**src/hw/scr_consts.svh**
```systemverilog
// constants for the sensor configuration and result register bank
`ifndef SCR_CONSTS_SVH
`define SCR_CONSTS_SVH

// ==========================================================
// register addresses (7-bit word address on the host link)
`define SCR_ADDR_OSC_TRIM 7'h05
`define SCR_ADDR_BANDGAP_TRIM 7'h06
`define SCR_ADDR_AVG_SETTINGS 7'h07
`define SCR_ADDR_CONFIG 7'h08
`define SCR_ADDR_OBJ_RESULT 7'h09
`define SCR_ADDR_CONV_RESULT 7'h0A
`define SCR_ADDR_MODE 7'h0B
`define SCR_ADDR_WP_KEY 7'h0C

// ==========================================================
// unlock keys
`define SCR_TEST_KEY 7'h59
`define SCR_WP_KEY 7'h65

// ==========================================================
// config field positions
`define SCR_CFG_FIRST_LSB 0
`define SCR_CFG_SECOND_LSB 2
`define SCR_CFG_CURV_POS 4
`define SCR_CFG_CURV_NEG 5
`define SCR_CFG_NTC 6
`define SCR_CFG_INTERVAL_LSB 7

// ==========================================================
// averaging settings field positions
`define SCR_AVG_REF_OPT 0
`define SCR_AVG_OFS_DIS 1
`define SCR_AVG_RESERVED 2
`define SCR_AVG_IR_OFS 3
`define SCR_AVG_T_OFS 4
`define SCR_AVG_IR_LSB 5
`define SCR_AVG_T_LSB 8

// ==========================================================
// result word layout
`define SCR_RES_DATA_LSB 4
`define SCR_RES_OVF 3
`define SCR_RES_UNF 2
`define SCR_RES_FE 1
`define SCR_DATA_MAX 12'hFFF
`define SCR_DATA_MIN 12'h000

// ==========================================================
// reset values
`define SCR_RST_WORD 16'h0000

// ==========================================================
// timing: 125 MHz reference, one second tick
`define SCR_CLK_HZ 125000000
`define SCR_SEC_CYCLES (`SCR_CLK_HZ)

`endif

```
**src/hw/scr_pkg.sv**
```systemverilog
// types for the sensor configuration and result register bank
`default_nettype none
package scr_pkg;
    typedef enum logic [1:0] {
        SCR_IDLE = 2'b00,
        SCR_WAIT = 2'b01,
        SCR_CAL = 2'b10
    } scr_cal_state_t;

    typedef struct packed {
        logic [15:0] config_ff;
        logic [15:0] osc_ff;
        logic [15:0] bg_ff;
        logic [15:0] avg_ff;
        logic [15:0] obj_ff;
        logic [15:0] conv_ff;
        logic test_mode_ff;
        logic wp_off_ff;
        logic [15:0] rdata_ff;
        logic rvalid_ff;
        logic fe_ff;
        scr_cal_state_t cal_ff;
        logic [7:0] sec_left_ff;
        logic [26:0] tick_cnt_ff;
        logic cal_start_ff;
        logic [1:0] pin1_ff;
        logic [1:0] pin2_ff;
        logic ntc_ff;
        logic curv_neg_ff;
        logic ofs_en_ff;
        logic [10:0] ir_ofs_n_ff;
        logic [10:0] t_ofs_n_ff;
        logic [10:0] ir_depth_ff;
        logic [10:0] t_depth_ff;
        logic nv_wr_ff;
        logic [6:0] nv_addr_ff;
        logic [15:0] nv_data_ff;
    } scr_state_t;
endpackage : scr_pkg
`default_nettype wire

```
**src/hw/scr_interval_rom.sv**
```systemverilog
// calibration interval lookup: code to seconds, registered output
`default_nettype none
module scr_interval_rom (
    input wire logic ref_clk,
    input wire logic nrst,
    input wire logic [3:0] code,
    output logic [7:0] seconds
);
    logic [7:0] seconds_ff;
    logic [7:0] nxt_seconds;

    // ==========================================================
    // table
    always_comb begin
        case (code)
            4'h0: nxt_seconds = 8'h00;
            4'h1: nxt_seconds = 8'h02;
            4'h2: nxt_seconds = 8'h11;
            4'h3: nxt_seconds = 8'h13;
            4'h4: nxt_seconds = 8'h43;
            4'h5: nxt_seconds = 8'h45;
            4'h6: nxt_seconds = 8'h54;
            4'h7: nxt_seconds = 8'h56;
            4'h8: nxt_seconds = 8'h86;
            4'h9: nxt_seconds = 8'h88;
            4'hA: nxt_seconds = 8'h97;
            4'hB: nxt_seconds = 8'h99;
            4'hC: nxt_seconds = 8'hC9;
            4'hD: nxt_seconds = 8'hCB;
            4'hE: nxt_seconds = 8'hDA;
            default: nxt_seconds = 8'hDC;
        endcase
    end

    always_ff @(posedge ref_clk or negedge nrst) begin
        if (!nrst) begin
            seconds_ff <= 8'h00;
        end else begin
            seconds_ff <= nxt_seconds;
        end
    end

    assign seconds = seconds_ff;
endmodule : scr_interval_rom
`default_nettype wire

```
**src/hw/scr_regs.sv**
```systemverilog
// sensor configuration and result register bank, host register port
`include "scr_consts.svh"
// Contract
// - first pin function from two-bit selector: IR, Tobj, relay threshold, PWM_n
// - second pin function from two-bit selector: temp, Tamb, comparator, PWM
// - type bit 0 means positive coefficient, 1 negative coefficient
// - curvature sign from positive-coeff bit if type 0, else negative bit
// - four-bit code picks offset calibration interval, zero to 220 s
// - trim and averaging settings never read back from internal registers
// - trim and averaging writes only in test mode; memory also needs unlock
// - offset measurement bit 0 enables both channels, 1 suppresses
// - IR offset average 512 when bit 0, 1024 when bit 1
// - temperature offset average 512 when bit 0, 1024 when bit 1
// - IR moving average depth 64 to 1024 from three-bit field
// - temperature moving average depth uses same mapping
// - conversion result always readable, written only in test mode
// - object temperature result readable, written only in test mode
// - result word: data 15:4, overflow 3, underflow 2, fatal 1
// - overflow sets flag and forces data to all ones
// - underflow sets flag and forces data to zero, unless overflow is also set
// - fatal memory error in bit 1, bit 0 always zero
// - uncorrectable memory error sets the fatal indication
// - test mode only when upper seven mode bits equal 1011001b
// - write unlock only when key equals 1100101b, else protected
`default_nettype none
module scr_regs (
    input wire logic ref_clk,
    input wire logic nrst,
    input wire logic reg_wr,
    input wire logic reg_rd,
    input wire logic [6:0] reg_addr,
    input wire logic [15:0] reg_wdata,
    input wire logic nv_rd_valid,
    input wire logic [6:0] nv_rd_addr,
    input wire logic [15:0] nv_rd_data,
    input wire logic nv_multi_err,
    input wire logic conv_valid,
    input wire logic [15:0] conv_data,
    input wire logic obj_valid,
    input wire logic [11:0] obj_data,
    input wire logic obj_over,
    input wire logic obj_under,
    output logic [15:0] reg_rdata,
    output logic reg_rvalid,
    output logic nv_wr,
    output logic [6:0] nv_addr,
    output logic [15:0] nv_wdata,
    output logic [1:0] first_pin_function_select,
    output logic [1:0] second_pin_function_select,
    output logic thermistor_type_bit,
    output logic curvature_negative,
    output logic offset_measure_enable,
    output logic [10:0] ir_offset_count,
    output logic [10:0] temp_offset_count,
    output logic [10:0] ir_average_points,
    output logic [10:0] temp_average_points,
    output logic calibration_start,
    output logic test_mode,
    output logic write_unlocked,
    output logic [15:0] oscillator_trim,
    output logic [15:0] bandgap_trim
);
    scr_pkg::scr_state_t s_ff;
    scr_pkg::scr_state_t nxt_s;
    logic [7:0] interval_s;
    logic [15:0] cfg_w;
    logic [15:0] avg_w;

    scr_interval_rom u_rom (
        .ref_clk(ref_clk),
        .nrst(nrst),
        .code(s_ff.config_ff[`SCR_CFG_INTERVAL_LSB +: 4]),
        .seconds(interval_s)
    );

    // ==========================================================
    // depth decode: 00b..100b gives 64 << code, larger codes clamp
    function automatic logic [10:0] scr_depth(input logic [2:0] code);
        logic [10:0] d;
        d = 11'h040;
        if (code <= 3'h4) begin
            d = 11'h040 << code;
        end else begin
            d = 11'h400;
        end
        return d;
    endfunction : scr_depth

    // ==========================================================
    // next state
    always_comb begin
        nxt_s = s_ff;
        nxt_s.rvalid_ff = 1'b0;
        nxt_s.nv_wr_ff = 1'b0;
        nxt_s.cal_start_ff = 1'b0;
        cfg_w = s_ff.config_ff;
        avg_w = s_ff.avg_ff;

        // register writes
        if (reg_wr) begin
            if (reg_addr == `SCR_ADDR_CONFIG) begin
                nxt_s.config_ff = reg_wdata;
            end else if (reg_addr == `SCR_ADDR_MODE) begin
                nxt_s.test_mode_ff =
                    (reg_wdata[15:9] == `SCR_TEST_KEY);
            end else if (reg_addr == `SCR_ADDR_WP_KEY) begin
                nxt_s.wp_off_ff =
                    (reg_wdata[6:0] == `SCR_WP_KEY);
            end else if (s_ff.test_mode_ff) begin
                if (reg_addr == `SCR_ADDR_OSC_TRIM) begin
                    nxt_s.osc_ff = reg_wdata;
                end else if (reg_addr == `SCR_ADDR_BANDGAP_TRIM) begin
                    nxt_s.bg_ff = reg_wdata;
                end else if (reg_addr == `SCR_ADDR_AVG_SETTINGS) begin
                    nxt_s.avg_ff = reg_wdata;
                end else if (reg_addr == `SCR_ADDR_OBJ_RESULT) begin
                    nxt_s.obj_ff = reg_wdata & 16'hFFFE;
                end else if (reg_addr == `SCR_ADDR_CONV_RESULT) begin
                    nxt_s.conv_ff = reg_wdata;
                end
            end
            // non-volatile copy of the gated settings
            if (s_ff.test_mode_ff && s_ff.wp_off_ff
                    && reg_addr >= `SCR_ADDR_OSC_TRIM
                    && reg_addr <= `SCR_ADDR_AVG_SETTINGS) begin
                nxt_s.nv_wr_ff = 1'b1;
                nxt_s.nv_addr_ff = reg_addr;
                nxt_s.nv_data_ff = reg_wdata;
            end
        end

        // boot load from memory fills the gated settings
        if (nv_rd_valid) begin
            if (nv_rd_addr == `SCR_ADDR_OSC_TRIM) begin
                nxt_s.osc_ff = nv_rd_data;
            end else if (nv_rd_addr == `SCR_ADDR_BANDGAP_TRIM) begin
                nxt_s.bg_ff = nv_rd_data;
            end else if (nv_rd_addr == `SCR_ADDR_AVG_SETTINGS) begin
                nxt_s.avg_ff = nv_rd_data;
            end
        end

        // fatal flag: sticky, set wins; cleared by leaving test mode while unlocked
        if (s_ff.test_mode_ff && s_ff.wp_off_ff
                && !nxt_s.test_mode_ff) begin
            nxt_s.fe_ff = 1'b0;
        end
        if (nv_multi_err) begin
            nxt_s.fe_ff = 1'b1;
        end

        // live results from the conversion and linearisation paths
        if (conv_valid) begin
            nxt_s.conv_ff = conv_data;
        end
        if (obj_valid) begin
            if (obj_over) begin
                nxt_s.obj_ff[15:4] = `SCR_DATA_MAX;
            end else if (obj_under) begin
                nxt_s.obj_ff[15:4] = `SCR_DATA_MIN;
            end else begin
                nxt_s.obj_ff[15:4] = obj_data;
            end
            nxt_s.obj_ff[`SCR_RES_OVF] = obj_over;
            nxt_s.obj_ff[`SCR_RES_UNF] = obj_under & ~obj_over;
        end
        nxt_s.obj_ff[`SCR_RES_FE] = nxt_s.fe_ff;
        nxt_s.obj_ff[0] = 1'b0;

        // reads: gated settings return zero, though the bank still holds them
        if (reg_rd) begin
            nxt_s.rvalid_ff = 1'b1;
            if (reg_addr == `SCR_ADDR_CONFIG) begin
                nxt_s.rdata_ff = s_ff.config_ff;
            end else if (reg_addr == `SCR_ADDR_OBJ_RESULT) begin
                nxt_s.rdata_ff = s_ff.obj_ff;
            end else if (reg_addr == `SCR_ADDR_CONV_RESULT) begin
                nxt_s.rdata_ff = s_ff.conv_ff;
            end else begin
                nxt_s.rdata_ff = `SCR_RST_WORD;
            end
        end

        // decoded steering outputs
        cfg_w = nxt_s.config_ff;
        avg_w = nxt_s.avg_ff;
        nxt_s.pin1_ff = cfg_w[`SCR_CFG_FIRST_LSB +: 2];
        nxt_s.pin2_ff = cfg_w[`SCR_CFG_SECOND_LSB +: 2];
        nxt_s.ntc_ff = cfg_w[`SCR_CFG_NTC];
        nxt_s.curv_neg_ff = cfg_w[`SCR_CFG_NTC] ? cfg_w[`SCR_CFG_CURV_NEG]
            : cfg_w[`SCR_CFG_CURV_POS];
        nxt_s.ofs_en_ff = ~avg_w[`SCR_AVG_OFS_DIS];
        nxt_s.ir_ofs_n_ff = avg_w[`SCR_AVG_IR_OFS] ? 11'h400
            : 11'h200;
        nxt_s.t_ofs_n_ff = avg_w[`SCR_AVG_T_OFS] ? 11'h400
            : 11'h200;
        nxt_s.ir_depth_ff = scr_depth(avg_w[`SCR_AVG_IR_LSB +: 3]);
        nxt_s.t_depth_ff = scr_depth(avg_w[`SCR_AVG_T_LSB +: 3]);

        // calibration interval timer, one second ticks
        case (s_ff.cal_ff)
            scr_pkg::SCR_IDLE: begin
                nxt_s.tick_cnt_ff = 27'h0;
                if (interval_s != 8'h00 && s_ff.ofs_en_ff) begin
                    nxt_s.sec_left_ff = interval_s;
                    nxt_s.cal_ff = scr_pkg::SCR_WAIT;
                end
            end
            scr_pkg::SCR_WAIT: begin
                if (interval_s == 8'h00 || !s_ff.ofs_en_ff) begin
                    nxt_s.cal_ff = scr_pkg::SCR_IDLE;
                end else if (s_ff.tick_cnt_ff
                        == 27'(`SCR_SEC_CYCLES - 1)) begin
                    nxt_s.tick_cnt_ff = 27'h0;
                    nxt_s.sec_left_ff = s_ff.sec_left_ff - 8'h01;
                    if (s_ff.sec_left_ff == 8'h01) begin
                        nxt_s.cal_ff = scr_pkg::SCR_CAL;
                    end
                end else begin
                    nxt_s.tick_cnt_ff = s_ff.tick_cnt_ff + 27'h1;
                end
            end
            scr_pkg::SCR_CAL: begin
                nxt_s.cal_start_ff = 1'b1;
                nxt_s.cal_ff = scr_pkg::SCR_IDLE;
            end
            default: begin
                nxt_s.cal_ff = scr_pkg::SCR_IDLE;
            end
        endcase
    end

    // ==========================================================
    // state register
    always_ff @(posedge ref_clk or negedge nrst) begin
        if (!nrst) begin
            s_ff <= '0;
        end else begin
            s_ff <= nxt_s;
        end
    end

    assign reg_rdata = s_ff.rdata_ff;
    assign reg_rvalid = s_ff.rvalid_ff;
    assign nv_wr = s_ff.nv_wr_ff;
    assign nv_addr = s_ff.nv_addr_ff;
    assign nv_wdata = s_ff.nv_data_ff;
    assign first_pin_function_select = s_ff.pin1_ff;
    assign second_pin_function_select = s_ff.pin2_ff;
    assign thermistor_type_bit = s_ff.ntc_ff;
    assign curvature_negative = s_ff.curv_neg_ff;
    assign offset_measure_enable = s_ff.ofs_en_ff;
    assign ir_offset_count = s_ff.ir_ofs_n_ff;
    assign temp_offset_count = s_ff.t_ofs_n_ff;
    assign ir_average_points = s_ff.ir_depth_ff;
    assign temp_average_points = s_ff.t_depth_ff;
    assign calibration_start = s_ff.cal_start_ff;
    assign test_mode = s_ff.test_mode_ff;
    assign write_unlocked = s_ff.wp_off_ff;
    assign oscillator_trim = s_ff.osc_ff;
    assign bandgap_trim = s_ff.bg_ff;
endmodule : scr_regs
`default_nettype wire

```
**config.mk**
```make
export PLATFORM = sky130hd
export DESIGN_NAME = scr_regs
export DESIGN_NICKNAME = d
export VERILOG_FILES = /design/src/hw/scr_pkg.sv /design/src/hw/scr_interval_rom.sv /design/src/hw/scr_regs.sv
export VERILOG_INCLUDE_DIRS = /design/src /design/src/hw
export SDC_FILE = /design/constraint.sdc
export NUM_CORES = 1
export LEC_CHECK = 0
export CORE_ASPECT_RATIO = 1.5
export CORE_MARGIN = 10
export CORE_UTILIZATION = 60
export CTS_CLUSTER_SIZE = 30
export DETAILED_ROUTE_END_ITERATION = 6
export DONT_BUFFER_PORTS = 1
export PLACE_DENSITY_LB_ADDON = 0.3
export RECOVER_POWER = 100
export SLEW_MARGIN = 10
export SYNTH_ARGS = -nofsm -noshare
export SYNTH_HDL_FRONTEND = slang
export SYNTH_SLANG_ARGS = --single-unit
```
**constraint.sdc**
```tcl
create_clock -name ref_clk -period 3.08 [get_ports ref_clk]
set_input_delay 0.462 -clock ref_clk [delete_from_list [all_inputs] [get_ports ref_clk]]
set_output_delay 0.462 -clock ref_clk [all_outputs]
set_load 0.05 [all_outputs]
```
==> impl_results.md <==
* Most common cell after layout, fill and taps aside: dfrtp_1
* CTS tree: done
* Share of cells above drive strength 1 at 9.213%
* DR pass1 iterations at 5
* Initial drt markers at 503
* IO Pins at approximately 210
* P&R area growth vs syn at 0.01288%
* Clock Latency Late Sink at 0.43 ns
* Number of max-cap violations at 0
* Die height at 176.2 microns
* Critical R2R Launch: s_ff[94]$_DFFE_PN0P_
* Failing checks: hold timing
* Gpl congestion at 0.9059
* Antenna viol nets, final at 0
* Clk sink count at 188
* CTS Buf Count at 17
* DR WL/cell at 22.42 microns
* Fin crit share at 83.16%
* IO buf count at 0
* Total track usage at 22.74%
* Register area share after synthesis at about 48%
* DR vias/cell at between 6 and 7
* # Post-CTS Setup Buffers at 0
* Setup TNS at 0 ns
* Critical Path RT at 3.39 ns
* Post-Syn Instances at 985
* Die area at between 0.02 and 0.025 sq mm
* Comb pwr share at ~13%
* Die width at 124.1 microns
* Vias in the first global route at 6825
* Clk pwr share at 38.3%
* Total power at between 6 and 7 mW
* Final min period at between 2 and 3 ns
* Max-slew violation count at 0
* Longest Clk Path Bufs at 2
* Switching pwr at 1.987 mW
* Max transition margin at approximately an eighth
* Final setup viols at 0
* Clk slew on worst S/H paths at 0.07 ns
* Syn avg cell area at slightly below 10 sq um
* Slew @ Worst Pin at 1.306 ns
* Cell Rows at 57
* Number of antenna violations at the first check in global routing at 2
* Status: finished, violations left
* Startpoint types: flip-flop
* Leakage at 4.454 nW
* Fin nets at approximately 970
* Worst Setup End Kind: flip-flop
* Max H-tree Level at 4
* Fmax achieved at 390.4 MHz
* Async S/R FF share, synth at between 90% and 100%
* Largest net degree at the start of global routing at 189
* RSZ-0062 raised after global routing: false
* Post-CTS sizing at 0
* Hold slack at -0.2779 ns
* Crit Path Max Fanout at 35
* Half-perimeter wire length after placement at 17780 microns
* Top_reg_cell synth: dfrtp_1
* Setup CP Type: flip-flop to flip-flop
* Final Hold Fails at roughly 190
* Mapped Area at 0.009753 sq mm
* Most frequent cells in the layout: dfrtp_1, nand2_1, mux2i_1
* Switching Share at 31.42%
* Routed WL at 24620 microns
* Via Count at 6666
* Int Power at 4.337 mW
* Core Box Area at 0.01612 sq mm
* Post-synth EDFFs at 0
* First-pass GRT wire length at between 30000 and 40000 microns
* Distinct cells, synth at slightly below 60
* Ys Warns at 0
* Crit path from: s_ff[94]$_DFFE_PN0P_
* Clock root buffer: clkbuf_16
* Sequential share of power at 48.8%
* Yosys reg bits at 188
* VDD IR-drop max at 484.3 uV
* Total gr overflow at 0
* Setup Skew at 0.01008 ns
* Power per cell area at 648.3 mW/mm^2
* Worst Path Arrival at ~2.9 ns
* Worst Hold Class: input port to async pin
* Starting density of the core at just over 60%
* Post-route DRC at 0
routing by layer:
layer	global-route usage [%]	part of all wire, %
met2	38.06	51
met4	10.78	3.8
met3	8.344	9.1
met1	24.74	36
met5	0	0
cell families (layout without fill, tap and decap cells):
group           after synthesis  after routing  synth area share [%]
simple gates                271            271                 14.32
buf+inv                     202             78                 12.46
compound gates              199            199                 11.74
flops                       188            188                 48.24
mux                         110            110                 11.76
xor+xnor                      9              9                0.8082
fa+ha+maj                     5              5                0.6414
other cells                   1             32               0.03845
flip-flops by register name, indices dropped and copies added, names as in the netlist:
register and cells:
nv_wr 1, u_rom.seconds 7, reg_rvalid 1, first_pin_function_select 1
test_mode 1, nv_addr 7, ir_average_points 5, second_pin_function_select 1
bandgap_trim 16, offset_measure_enable 1, calibration_start 1, reg_rdata 16
curvature_negative 1, write_unlocked 1, temp_offset_count 1, s_ff 89
temp_average_points 5, nv_wdata 16, ir_offset_count 1, oscillator_trim 16
Yosys cell counts (all sizes together) (3+ instances only):
cell	n	share of area, %
xnor2	4	0.36
nand3	18	0.92
nor2b	6	0.38
mux2i	73	7.5
nor4bb	3	0.31
ha	5	0.64
a211oi	12	0.92
or4	3	0.23
clkbuf	44	1.7
or3	3	0.24
o211ai	4	0.31
mux2	37	4.3
nand4	12	0.77
nand3b	4	0.31
inv	30	1.2
a31oi	16	1.0
o31ai	13	1.0
o22ai	15	0.96
nand4b	5	0.45
buf	128	9.6
and4b	3	0.31
and2	5	0.32
nor3	27	1.4
xor2	5	0.45
nor2	69	2.7
and3	5	0.32
a21oi	60	3.1
or2	4	0.26
and4	3	0.27
nor4	6	0.60
o21ai	70	3.6
nand2b	7	0.45
nor3b	3	0.23
nand2	76	2.9
dfrtp	188	48
worst max-delay path, cell delays in order, from the launching register on:
cell,delay [ns]
dfrtp_1,0.44
or4b_1,0.59
nor4_4,0.45
a21oi_2,0.09
clkbuf_2,0.42
a21oi_1,0.33
a21oi_1,0.11
path summary, 6_finish.rpt:
path                       slack, ns  cells after the start                        to
min in group ref_clk            0.06                      0      reg_rvalid$_DFF_PN0_
min                            -0.28                      0  reg_rdata[8]$_DFFE_PN0P_
max in group asynchronous       3.13                      0      reg_rvalid$_DFF_PN0_
max reg2reg                     0.52                      6      s_ff[85]$_DFFE_PN0P_
min reg2reg                     0.50                      1     s_ff[101]$_DFFE_PN0P_
max                             0.52                      6      s_ff[85]$_DFFE_PN0P_
power groups by stage:
stage	registers [mW]	clock network (mW)	logic (mW)
after CTS	3.08	2.46	0.822
after floorplan	2.82	0	1.05
final	3.08	2.42	0.817
after detailed placement	3.13	0	0.819
after global routing	3.11	2.55	0.918
after global placement	3.13	0	0.797
metrics by stage:
step / cell area [sq um] / util (%) / cells / setup WS [ns] / hold WS, ns
after global routing: 9754 / 60.52 / 1098 / 0.3854 / -0.2980
after floorplan: 9862 / - / 1014 / 0.8461 / 0.1664
after detailed placement: 9144 / 56.73 / 1064 / 0.6903 / 0.1779
after CTS: 9798 / 60.79 / 1096 / 0.6781 / -0.2926
final: 9754 / 60.52 / 1098 / 0.5188 / -0.2779
after global placement: 9144 / 56.73 / 1064 / 0.7734 / 0.1784
layout make-up:
cell class              count  area, sq um
repair buffers             16        83.83
inverters                  30        112.6
multi-input cells         624         3936
well taps                 206        257.7
fillers                  1410         6364
clock inverters            15        229.0
clock buffers              17        425.4
diodes                      2        5.005
flip-flops and latches    188         4705
No activity file was read; power rests on OpenSTA's default activity.
